===== config.mk =====
export PLATFORM = sky130hd
export DESIGN_NAME = windowed_watchdog_timer
export DESIGN_NICKNAME = d
export VERILOG_FILES = /design/src/hw/wdt_pkg.sv /design/src/hw/wdt_counter.sv /design/src/hw/windowed_watchdog_timer.sv
export SDC_FILE = /design/constraint.sdc
export NUM_CORES = 1
export LEC_CHECK = 0
export ABC_AREA = 0
export BUFFER_PORTS_ARGS = -buffer_cell sky130_fd_sc_hd__buf_2
export CORE_UTILIZATION = 45
export DETAILED_ROUTE_END_ITERATION = 7
export PLACE_DENSITY = 0.76
export SYNTH_ARGS = -nofsm -noshare
export SYNTH_HDL_FRONTEND = slang
export SYNTH_SLANG_ARGS = --single-unit

===== constraint.sdc =====
create_clock -name aclk -period 2.9 [get_ports aclk]
set_input_delay 0.29 -clock aclk [delete_from_list [all_inputs] [get_ports aclk]]
set_output_delay 0.29 -clock aclk [all_outputs]
set_load 0.02 [all_outputs]

===== src/hw/wdt_pkg.sv =====
package wdt_pkg;

  localparam int          ADDR_W        = 22;
  localparam int          CNT_W         = 17;
  localparam logic [19:0] IDX_CLEAR     = 20'hFFFAB;
  localparam logic [19:0] IDX_BITOP     = 20'hFFFAC;
  localparam logic [19:0] IDX_CAUSE     = 20'hFFFAD;
  localparam logic [19:0] IDX_STATUS    = 20'hFFFAE;
  localparam logic [7:0]  CLEAR_KEY     = 8'hAC;
  localparam logic [7:0]  RD_ENABLED    = 8'h9A;
  localparam logic [7:0]  RD_DISABLED   = 8'h1A;
  localparam int          CAUSE_WD_BIT  = 4;
  localparam logic [1:0]  RESP_OKAY     = 2'h0;
  localparam logic [1:0]  RESP_SLVERR   = 2'h2;
  localparam logic [7:0]  OPT_RESET     = 8'h00;
  localparam logic [16:0] LEN_2E6       = 17'h00040;
  localparam logic [16:0] LEN_2E7       = 17'h00080;
  localparam logic [16:0] LEN_2E8       = 17'h00100;
  localparam logic [16:0] LEN_2E9       = 17'h00200;
  localparam logic [16:0] LEN_2E11      = 17'h00800;
  localparam logic [1:0]  WIN_OPEN_50   = 2'h1;
  localparam logic [1:0]  WIN_OPEN_75   = 2'h2;

  // Option byte, bit 7 down to bit 0.
  typedef struct packed {
    logic interval_irq_opt;
    logic open_period_sel_b1;
    logic open_period_sel_b0;
    logic count_enable_opt;
    logic overflow_sel_b2;
    logic overflow_sel_b1;
    logic overflow_sel_b0;
    logic run_in_standby_opt;
  } opt_s;

  // Prohibited codes fall back to the longest period so a bad option cannot shorten it.
  function automatic logic [16:0] ovf_len(input opt_s o);
    case ({o.overflow_sel_b2, o.overflow_sel_b1, o.overflow_sel_b0})
      3'h0:    ovf_len = LEN_2E6;
      3'h1:    ovf_len = LEN_2E7;
      3'h2:    ovf_len = LEN_2E8;
      3'h3:    ovf_len = LEN_2E9;
      default: ovf_len = LEN_2E11;
    endcase
  endfunction

  function automatic logic [16:0] irq_point(input opt_s o);
    irq_point = ovf_len(o) - (ovf_len(o) >> 2);
  endfunction

  function automatic logic window_closed(input opt_s o, input logic [16:0] c);
    window_closed = 1'b0;
    if (o.run_in_standby_opt)
    begin
      case ({o.open_period_sel_b1, o.open_period_sel_b0})
        WIN_OPEN_50: window_closed = c < (ovf_len(o) >> 1);
        WIN_OPEN_75: window_closed = c < (ovf_len(o) >> 2);
        default:     window_closed = 1'b0;
      endcase
    end
  endfunction

endpackage


===== src/hw/wdt_counter.sv =====
`timescale 1ns/10ps
module wdt_counter (
  // Clock and reset
  input  wire logic         aclk,
  input  wire logic         aresetn,
  // Control
  input  wire logic         run,
  input  wire logic         fil_tick,
  input  wire logic         standby,
  input  wire wdt_pkg::opt_s opt,
  input  wire logic         clear_req,
  input  wire logic         restart,
  // Status
  output logic [16:0]       count,
  output logic              closed,
  output logic              ovf,
  output logic              irq
);
  import wdt_pkg::*;

  typedef struct packed {
    logic [16:0] count;
    logic        clr_pend;
    logic        ovf;
    logic        irq;
  } cnt_state_s;

  cnt_state_s st_r;
  cnt_state_s st_nxt;
  logic       halted;
  logic [16:0] inc;

  always_comb
  begin
    halted     = !opt.run_in_standby_opt && standby;
    inc        = st_r.count + 17'h00001;
    st_nxt     = st_r;
    st_nxt.ovf = 1'b0;
    st_nxt.irq = 1'b0;
    // A key write is held until the next oscillator tick takes it.
    if (clear_req)
      st_nxt.clr_pend = 1'b1;
    if (restart || !run)
    begin
      st_nxt.count    = '0;
      st_nxt.clr_pend = 1'b0;
    end
    else if (halted)
    begin
      // Holding zero while halted makes the exit restart from zero.
      st_nxt.count    = '0;
      st_nxt.clr_pend = 1'b0;
    end
    else if (fil_tick)
    begin
      if (st_nxt.clr_pend)
      begin
        st_nxt.count    = '0;
        st_nxt.clr_pend = 1'b0;
      end
      else if (st_r.count == ovf_len(opt) - 17'h00001)
      begin
        st_nxt.ovf   = 1'b1;
        st_nxt.count = '0;
      end
      else
      begin
        st_nxt.count = inc;
        if (opt.interval_irq_opt && inc == irq_point(opt))
          st_nxt.irq = 1'b1;
      end
    end
  end

  always_ff @(posedge aclk)
  begin
    if (!aresetn)
      st_r <= '0;
    else
      st_r <= st_nxt;
  end

  assign count  = st_r.count;
  assign closed = window_closed(opt, st_r.count);
  assign ovf    = st_r.ovf;
  assign irq    = st_r.irq;

endmodule


===== src/hw/windowed_watchdog_timer.sv =====
`timescale 1ns/10ps
module windowed_watchdog_timer (
  // Clock and reset
  input  wire logic                      aclk,
  input  wire logic                      aresetn,
  // Option byte, oscillator tick and power modes
  input  wire logic [7:0]                opt_byte,
  input  wire logic                      fil_tick,
  input  wire logic                      halt_mode,
  input  wire logic                      stop_mode,
  // AXI4-Lite write address and data
  input  wire logic [wdt_pkg::ADDR_W-1:0] s_axi_awaddr,
  input  wire logic                      s_axi_awvalid,
  output logic                           s_axi_awready,
  input  wire logic [31:0]               s_axi_wdata,
  input  wire logic [3:0]                s_axi_wstrb,
  input  wire logic                      s_axi_wvalid,
  output logic                           s_axi_wready,
  // AXI4-Lite write response
  output logic [1:0]                     s_axi_bresp,
  output logic                           s_axi_bvalid,
  input  wire logic                      s_axi_bready,
  // AXI4-Lite read
  input  wire logic [wdt_pkg::ADDR_W-1:0] s_axi_araddr,
  input  wire logic                      s_axi_arvalid,
  output logic                           s_axi_arready,
  output logic [31:0]                    s_axi_rdata,
  output logic [1:0]                     s_axi_rresp,
  output logic                           s_axi_rvalid,
  input  wire logic                      s_axi_rready,
  // Watchdog outputs
  output logic                           wd_reset_req,
  output logic                           wd_reset_cause_flag,
  output logic                           interval_irq
);
  import wdt_pkg::*;

  typedef enum logic [1:0] {
    WS_COLLECT = 2'h1,
    WS_RESP    = 2'h2
  } wr_state_e;

  typedef enum logic [1:0] {
    RS_IDLE = 2'h1,
    RS_DATA = 2'h2
  } rd_state_e;

  // Outcome of a committed write to the clear register.
  typedef enum logic [2:0] {
    KV_IGNORE = 3'h1,
    KV_CLEAR  = 3'h2,
    KV_FAULT  = 3'h4
  } key_verdict_e;

  typedef struct packed {
    wr_state_e   ws;
    rd_state_e   rs;
    logic        awready;
    logic        wready;
    logic        aw_got;
    logic        w_got;
    logic [19:0] waddr;
    logic [7:0]  wbyte;
    logic        wlane0;
    logic        bvalid;
    logic [1:0]  bresp;
    logic        arready;
    logic        rvalid;
    logic [31:0] rdata;
    logic [1:0]  rresp;
    opt_s        opt;
    logic        opt_loaded;
    logic        first_done;
    logic        cause_flag;
    logic        reset_req;
    logic        clear_req;
    logic        restart;
  } wd_state_s;

  wd_state_s   st_r;
  wd_state_s   st_nxt;
  logic        run;
  logic [16:0] count;
  logic        closed;
  logic        ovf;
  logic        irq;

  assign run = st_r.opt_loaded && st_r.opt.count_enable_opt;

  // The counter sees only the captured options, never the live strap pins.
  wdt_counter i_wdt_counter (
    .aclk      (aclk),
    .aresetn   (aresetn),
    .run       (run),
    .fil_tick  (fil_tick),
    .standby   (halt_mode || stop_mode),
    .opt       (st_r.opt),
    .clear_req (st_r.clear_req),
    .restart   (st_r.restart),
    .count     (count),
    .closed    (closed),
    .ovf       (ovf),
    .irq       (irq)
  );

  // Debug view of the counter; bits 23 to 19 read as zero.
  function automatic logic [31:0] status_word(input wd_state_s s, input logic [16:0] c,
                                              input logic cl);
    status_word = {s.opt, 5'h00, s.first_done, cl, c};
  endfunction

  // A store with byte lane 0 off, or one made while counting is off, changes nothing.
  function automatic key_verdict_e key_verdict(input wd_state_s s, input logic running,
                                               input logic in_closed);
    key_verdict = KV_IGNORE;
    if (s.wlane0 && running)
    begin
      if (s.wbyte != CLEAR_KEY)
        key_verdict = KV_FAULT;
      else if (s.first_done && in_closed)
        key_verdict = KV_FAULT;
      else
        key_verdict = KV_CLEAR;
    end
  endfunction

  // Only a store with byte lane 0 on and bit 4 set clears the flag; the other bits are ignored.
  function automatic logic cause_write_clears(input wd_state_s s);
    cause_write_clears = s.wlane0 && s.wbyte[CAUSE_WD_BIT];
  endfunction

  function automatic logic [31:0] read_word(input logic [19:0] idx, input wd_state_s s,
                                            input logic [16:0] c, input logic cl);
    case (idx)
      IDX_CLEAR:  read_word = {24'h000000, s.opt.count_enable_opt ? RD_ENABLED : RD_DISABLED};
      IDX_BITOP:  read_word = 32'h00000000;
      IDX_CAUSE:  read_word = {27'h0000000, s.cause_flag, 4'h0};
      IDX_STATUS: read_word = status_word(s, c, cl);
      default:    read_word = 32'h00000000;
    endcase
  endfunction

  function automatic logic is_mapped(input logic [19:0] idx);
    is_mapped = (idx == IDX_CLEAR) || (idx == IDX_BITOP) ||
                (idx == IDX_CAUSE) || (idx == IDX_STATUS);
  endfunction

  always_comb
  begin
    logic fault;
    fault            = 1'b0;
    st_nxt           = st_r;
    st_nxt.clear_req = 1'b0;
    st_nxt.restart   = 1'b0;
    st_nxt.reset_req = 1'b0;

    // Options are taken one cycle after release, so reset itself only loads constants.
    if (!st_r.opt_loaded)
    begin
      st_nxt.opt        = opt_s'(opt_byte);
      st_nxt.opt_loaded = 1'b1;
    end

    case (st_r.ws)
      WS_COLLECT:
      begin
        if (s_axi_awvalid && st_r.awready)
        begin
          st_nxt.waddr  = s_axi_awaddr[ADDR_W-1:2];
          st_nxt.aw_got = 1'b1;
        end
        if (s_axi_wvalid && st_r.wready)
        begin
          st_nxt.wbyte  = s_axi_wdata[7:0];
          st_nxt.wlane0 = s_axi_wstrb[0];
          st_nxt.w_got  = 1'b1;
        end
        if (st_r.aw_got && st_r.w_got)
        begin
          st_nxt.bvalid = 1'b1;
          st_nxt.bresp  = is_mapped(st_r.waddr) ? RESP_OKAY : RESP_SLVERR;
          st_nxt.ws     = WS_RESP;
          case (st_r.waddr)
            IDX_CLEAR:
            begin
              case (key_verdict(st_r, run, closed))
                KV_FAULT:
                begin
                  fault = 1'b1;
                end
                KV_CLEAR:
                begin
                  st_nxt.clear_req  = 1'b1;
                  st_nxt.first_done = 1'b1;
                end
                default:
                begin
                  st_nxt.clear_req = 1'b0;
                end
              endcase
            end
            IDX_BITOP:
            begin
              if (run)
                fault = 1'b1;
            end
            IDX_CAUSE:
            begin
              if (cause_write_clears(st_r))
                st_nxt.cause_flag = 1'b0;
            end
            default:
            begin
              st_nxt.bresp = st_nxt.bresp;
            end
          endcase
        end
      end
      WS_RESP:
      begin
        // Both channels reopen together in the cycle after the response is accepted.
        if (s_axi_bready)
        begin
          st_nxt.bvalid = 1'b0;
          st_nxt.aw_got = 1'b0;
          st_nxt.w_got  = 1'b0;
          st_nxt.ws     = WS_COLLECT;
        end
      end
      default:
      begin
        st_nxt.ws = WS_COLLECT;
      end
    endcase
    // Each channel is taken once per write and stays blocked until the response is accepted.
    st_nxt.awready = (st_nxt.ws == WS_COLLECT) && !st_nxt.aw_got;
    st_nxt.wready  = (st_nxt.ws == WS_COLLECT) && !st_nxt.w_got;

    case (st_r.rs)
      RS_IDLE:
      begin
        if (s_axi_arvalid && st_r.arready)
        begin
          st_nxt.rvalid = 1'b1;
          // Read data is captured at acceptance, so it holds still while rvalid stands.
          st_nxt.rdata  = read_word(s_axi_araddr[ADDR_W-1:2], st_r, count, closed);
          st_nxt.rresp  = is_mapped(s_axi_araddr[ADDR_W-1:2]) ? RESP_OKAY : RESP_SLVERR;
          st_nxt.rs     = RS_DATA;
        end
      end
      RS_DATA:
      begin
        if (s_axi_rready)
        begin
          st_nxt.rvalid = 1'b0;
          st_nxt.rs     = RS_IDLE;
        end
      end
      default:
      begin
        st_nxt.rs = RS_IDLE;
      end
    endcase
    st_nxt.arready = (st_nxt.rs == RS_IDLE);

    // An overflow needs no bus activity; it faults through the same path as a bad write.
    if (ovf)
      fault = 1'b1;
    // Placed after the software clear so a fresh fault always leaves the cause flag set.
    if (fault)
    begin
      st_nxt.reset_req  = 1'b1;
      // The restart also drops the first-key state, so the next key ignores the window.
      st_nxt.restart    = 1'b1;
      st_nxt.cause_flag = 1'b1;
      st_nxt.first_done = 1'b0;
      st_nxt.clear_req  = 1'b0;
    end
  end

  // The bus state codes are one-hot, so an all-zero reset would be illegal for them.
  always_ff @(posedge aclk)
  begin
    if (!aresetn)
    begin
      st_r     <= '0;
      st_r.ws  <= WS_COLLECT;
      st_r.rs  <= RS_IDLE;
      st_r.opt <= opt_s'(OPT_RESET);
    end
    else
      st_r <= st_nxt;
  end

  assign s_axi_awready       = st_r.awready;
  assign s_axi_wready        = st_r.wready;
  assign s_axi_bresp         = st_r.bresp;
  assign s_axi_bvalid        = st_r.bvalid;
  assign s_axi_arready       = st_r.arready;
  assign s_axi_rdata         = st_r.rdata;
  assign s_axi_rresp         = st_r.rresp;
  assign s_axi_rvalid        = st_r.rvalid;
  assign wd_reset_req        = st_r.reset_req;
  assign wd_reset_cause_flag = st_r.cause_flag;
  assign interval_irq        = irq;

endmodule


==> flow_summary.json, run 1 <==
{
  "status": "finished clean",
  "p_leak_nw": 2.62,
  "synth_warnings": 0,
  "io_buffers": 103,
  "fin_crit_ns": 2.66,
  "postCtsSetupBuffers": 0,
  "setup_viol": 0,
  "clk_path_buf_depth": 2,
  "synth_edf_count": 0,
  "max-slew-margin-rel": 0.506,
  "clk_pin_slew_worst_paths_ns": 0.08,
  "seqPwrFrac": 0.452,
  "grt_pass1_vias": 4603,
  "fp.dieW_um": 113,
  "yosys_register_bits": 102,
  "hold_buffers": 0,
  "io_pins": 142,
  "hp-class": "input pin to register",
  "final_cell_mix": "103 x buf_2, 100 x dfxtp_1, 94 x nand2_1",
  "root_buffer": "clkbuf_16",
  "largest_reg_flops": 46,
  "start_util": 0.461,
  "combPwrFrac": 0.215,
  "min_delay_path_depth": 3,
  "overflow": 0,
  "syn2layout_area_growth_pct": 14.7,
  "row_count": 40,
  "p_int_mw": 2.43,
  "r2r_end": "i_wdt_counter.irq",
  "final_common_cell": "buf_2",
  "dp.cells": 895,
  "end_kind": "register",
  "max_freq_mhz": 375,
  "layout-drive-gt1-share": 0.221,
  "r2r_cells": 9,
  "htreeDepth": 3,
  "antenna_found_initial": 0,
  "peakVddDrop_v": 0.000436,
  "ant_nets": 0,
  "cap_violations": 0,
  "grt_max_degree": 72,
  "drt_iter0_drc": 315,
  "worstSkewPairLatency_ns": 0.36,
  "core-area_um2": 12000,
  "post_drt_via_cell_ratio": 5.43,
  "worstSetupPathType": "register to register",
  "postLayoutCoreUtil": 0.529,
  "cp-start-kind": "register",
  "synthFlopType": "dfxtp_1",
  "gp_congestion": 0.910,
  "yosysSeqAreaShare": 0.370,
  "syn_area_um2": 5520,
  "largest_register": "st_r",
  "hold-path-endpoint": "st_r[67]",
  "rrSetupSlack_ns": 0.24,
  "vias": 4946,
  "synthCells": 689,
  "fin_skew_ns": 0.0121,
  "nets": 877,
  "async_flop_share": 0,
  "cp_max_fo": 7,
  "yosysUniqueCellTypes": 64,
  "finalHoldViolCount": 0,
  "die_h_um": 113,
  "hold_start": "s_axi_awaddr[7]",
  "p_sw_frac": 0.318,
  "first_pass_iters": 5,
  "setup-tns-final_ns": 0,
  "antennaDiodeCount": 0,
  "grt_util_all_layers": 0.216,
  "dieArea_um2": 12700,
  "wl_per_cell_um": 14.4,
  "cp.required_ns": 3.15,
  "hpwl_mm": 9.59,
  "stdcell_count": 911,
  "worstMarginPinSlew_ns": 0.732,
  "cts.repair.resized": 0,
  "cts_buffers": 9,
  "slew_violations": 0,
  "cts_tree": "done",
  "clkSinkCount": 102,
  "drcViolationCount": 0,
  "r2r-start": "st_r[8]",
  "p_switching_mw": 1.13,
  "grt_pass1_wl_mm": 21.8,
  "p_per_area_nw_per_um2": 562,
  "synth_area_per_cell_um2": 8.01,
  "fin_crit_sh": 0.919,
  "arrival_ns": 2.91,
  "pwr-share-clk": 0.333,
  "rsz0062_at_grt": "no",
  "drt_wl_total_mm": 13.1
}
-- worst max path at each step --
stage | start | slack [ns] | to
finish | st_r[8] | 0.24 | i_wdt_counter.irq
detailed placement | st_r[8] | 0.08 | i_wdt_counter.irq
floorplan | st_r[7] | 0.03 | i_wdt_counter.irq
global route | st_r[7] | 0.03 | i_wdt_counter.irq
global placement | st_r[8] | 0.20 | i_wdt_counter.irq
CTS | st_r[8] | 0.06 | i_wdt_counter.irq
-- power groups by stage --
stage | logic (mW) | registers (mW) | clock network, mW
global route | 0.851 | 1.63 | 1.28
global placement | 0.740 | 1.64 | 0
detailed placement | 0.754 | 1.64 | 0
floorplan | 0.515 | 1.66 | 0
finish | 0.763 | 1.61 | 1.18
CTS | 0.761 | 1.61 | 1.22
-- synthesized netlist by cell type, types with 11 or more instances --
cell | instances | area share
dfxtp_1 | 102 | 0.37
nand2_1 | 94 | 0.064
nor2_1 | 62 | 0.042
a21oi_1 | 59 | 0.054
buf_4 | 40 | 0.054
clkbuf_1 | 35 | 0.024
a22oi_1 | 27 | 0.037
nand3_1 | 21 | 0.019
ha_1 | 20 | 0.045
nor3_1 | 19 | 0.017
inv_1 | 18 | 0.012
nand4_1 | 16 | 0.018
o21ai_0 | 13 | 0.012
xnor2_1 | 12 | 0.019
nor2b_1 | 11 | 0.012
-- cell type report --
class	instances	area, um^2
flip-flops and latches	102	2040
multi-input cells	488	2950
well taps	147	184
clock buffers	9	225
inverters	19	73.8
fillers	1157	5630
clock inverters	7	70.1
repair buffers	139	786
-- through the flow --
| step | power [mW] | hold WS, ns | worst slack [ns] | instance area [um^2] |
|---|---|---|---|---|
| 6_report | 3.56 | 0.159 | 0.236 | 6330 |
| 5_1_grt | 3.76 | 0.158 | 0.0297 | 6330 |
| 4_1_cts | 3.59 | 0.147 | 0.0566 | 6320 |
| 3_5_place_dp | 2.39 | 0.445 | 0.0786 | 6020 |
| 3_3_place_gp | 2.38 | 0.438 | 0.202 | 6020 |
| 2_1_floorplan | 2.17 | 0.318 | 0.0310 | 5540 |
-- metal layers --
layer,routed length [um],vias to the layer above,global-route usage
met1,5920,2249,0.266
met2,6210,143,0.356
met4,290,0,0.0871
met5,0,-,0
met3,681,27,0.0584
li1,-,2527,-
-- worst max-delay path, cell delays in order (launching register included) --
cell	delay [ns]
dfxtp_2	0.39
nor2b_1	0.20
nand2b_1	0.10
ha_1	0.30
o2bb2ai_1	0.18
a221oi_2	0.30
o21ai_0	0.13
xnor3_1	0.18
or4_1	0.53
a2111oi_2	0.24
-- cell families (layout without fill, tap and decap cells) --
logic type	after synthesis	count (layout)	share of synthesized area
and+or+nand+nor	273	273	0.237
adders and majority gates	20	20	0.0454
muxes	11	11	0.0202
other	1	7	0.000680
AOI/OAI and AO/OA	155	155	0.184
DFF	102	102	0.370
xor gates and xnor gates	22	22	0.0399
buffers and inverters	105	174	0.102
Power figures use the tool's default switching activity.
==> inputs of run 2 (changes only) <==
Settings changed: PLACE_DENSITY 0.76 to 0.75.
==> flow_summary.json, run 2 (synthesis results as in run 1) <==
{
  "clk_pin_slew_worst_paths_ns": 0.07,
  "worstSkewPairLatency_ns": 0.36,
  "fin_crit_sh": 0.935,
  "post_drt_via_cell_ratio": 5.46,
  "cts_buffers": 9,
  "hold_buffers": 0,
  "p_sw_frac": 0.316,
  "antenna_found_initial": 0,
  "critPathCapture": "i_wdt_counter.irq",
  "grt_pass1_wl_mm": 21.5,
  "vias": 4970,
  "rsz0062_at_grt": "no",
  "startpoint": "st_r[9]",
  "root_buffer": "clkbuf_16",
  "worstSetupPathType": "register to register",
  "setup-tns-final_ns": 0,
  "overflow": 0,
  "end_kind": "register",
  "first_pass_iters": 5,
  "finalHoldViolCount": 0,
  "arrival_ns": 2.96,
  "final_cell_mix": "103 x buf_2, 99 x dfxtp_1, 94 x nand2_1",
  "r2r_end": "i_wdt_counter.irq",
  "setup_ws_ns": 0.189,
  "fin_skew_ns": 0.00993,
  "hpwl_mm": 9.65,
  "layout-drive-gt1-share": 0.221,
  "fp.dieW_um": 113,
  "rrSetupSlack_ns": 0.19,
  "core-area_um2": 12000,
  "fin_crit_ns": 2.71,
  "cap_violations": 0,
  "dieArea_um2": 12700,
  "wl_per_cell_um": 14.5,
  "slew_violations": 0,
  "grt_max_degree": 72,
  "hp-class": "input pin to register",
  "cp-start-kind": "register",
  "p_leak_nw": 2.62,
  "htreeDepth": 3,
  "setup_viol": 0,
  "max_freq_mhz": 369,
  "nets": 876,
  "syn2layout_area_growth_pct": 14.9,
  "cts_tree": "done",
  "row_count": 40,
  "final_common_cell": "buf_2",
  "ant_nets": 0,
  "peakVddDrop_v": 0.000439,
  "die_h_um": 113,
  "postCtsSetupBuffers": 0,
  "cts.repair.resized": 0,
  "drcViolationCount": 0,
  "p_per_area_nw_per_um2": 559,
  "io_buffers": 103,
  "clkSinkCount": 102,
  "worstMarginPinSlew_ns": 0.727,
  "pwr-share-clk": 0.334,
  "combPwrFrac": 0.212,
  "grt_pass1_vias": 4606,
  "antennaDiodeCount": 0,
  "start_util": 0.461,
  "status": "finished clean",
  "cp.required_ns": 3.15,
  "drt_iter0_drc": 204,
  "largest_register": "st_r",
  "clk_path_buf_depth": 2,
  "p_int_mw": 2.42,
  "dp_slack_ns": 0.0788,
  "cp_max_fo": 7,
  "io_pins": 142,
  "p_switching_mw": 1.12,
  "grt_util_all_layers": 0.214,
  "largest_reg_flops": 46,
  "drt_wl_total_mm": 13.2,
  "r2r_cells": 10,
  "seqPwrFrac": 0.454,
  "gp_congestion": 0.885,
  "max-slew-margin-rel": 0.515,
  "r2r-start": "st_r[9]"
}
run 2: cell types whose count changed in the layout (fill, tap and decap cells not counted), sizes merged:
cell / change
buf: -1
clkinv: -1
inv: +1
run 2: area by class of cell:
class                           count  area [um^2]
Multi-Input combinational cell    488         2960
Fill cell                        1160         5620
Clock inverter                      7         63.8
Inverter                           19         73.8
Clock buffer                        9          225
Tap cell                          147          184
Timing Repair Buffer              138          791
Sequential cell                   102         2050
run 2: worst min-delay path by stage:
| stage | to | slack, ns | start | depth (start not counted) |
|---|---|---|---|---|
| 2_1_floorplan | st_r[5] | 0.32 | aresetn | 0 |
| 3_3_place_gp | st_r[57] | 0.44 | st_r[57] | 2 |
| 3_5_place_dp | st_r[59] | 0.44 | st_r[59] | 2 |
| 4_1_cts | st_r[67] | 0.15 | s_axi_awaddr[7] | 3 |
| 5_1_grt | st_r[72] | 0.16 | s_axi_awaddr[12] | 3 |
| 6_report | st_r[67] | 0.16 | s_axi_awaddr[7] | 3 |
run 2: routing by layer:
| layer | GRT usage | up-vias | routed length, um |
|---|---|---|---|
| li1 | - | 2537 | - |
| met1 | 0.255 | 2285 | 5750 |
| met2 | 0.374 | 133 | 6500 |
| met3 | 0.0461 | 15 | 679 |
| met4 | 0.0844 | 0 | 229 |
| met5 | 0 | - | 0 |
run 2: critical path: stages, from the launching register on:
cell and delay (ns):
dfxtp_2 0.35, inv_1 0.07, and3_1 0.17, inv_1 0.06, ha_1 0.35, o2bb2ai_1 0.19, a221oi_2 0.29, o21ai_0 0.12
xnor3_1 0.18, or4_1 0.56, a2111oi_4 0.24
run 2: power by group through the flow:
stage	Clock [mW]	Combinational, mW	Sequential [mW]
2_1_floorplan	0	0.515	1.66
3_3_place_gp	0	0.740	1.64
3_5_place_dp	0	0.745	1.64
4_1_cts	1.21	0.750	1.61
5_1_grt	1.27	0.840	1.63
6_report	1.18	0.750	1.61
run 2: per-stage QoR:
stage	utilization	area (um^2)	total power, mW	std cells	hold slack, ns
2_1_floorplan	-	5540	2.17	695	0.318
3_3_place_gp	0.504	6030	2.38	894	0.437
3_5_place_dp	0.504	6030	2.39	894	0.442
4_1_cts	0.528	6320	3.57	910	0.151
5_1_grt	0.530	6340	3.74	910	0.156
6_report	0.530	6340	3.55	910	0.155
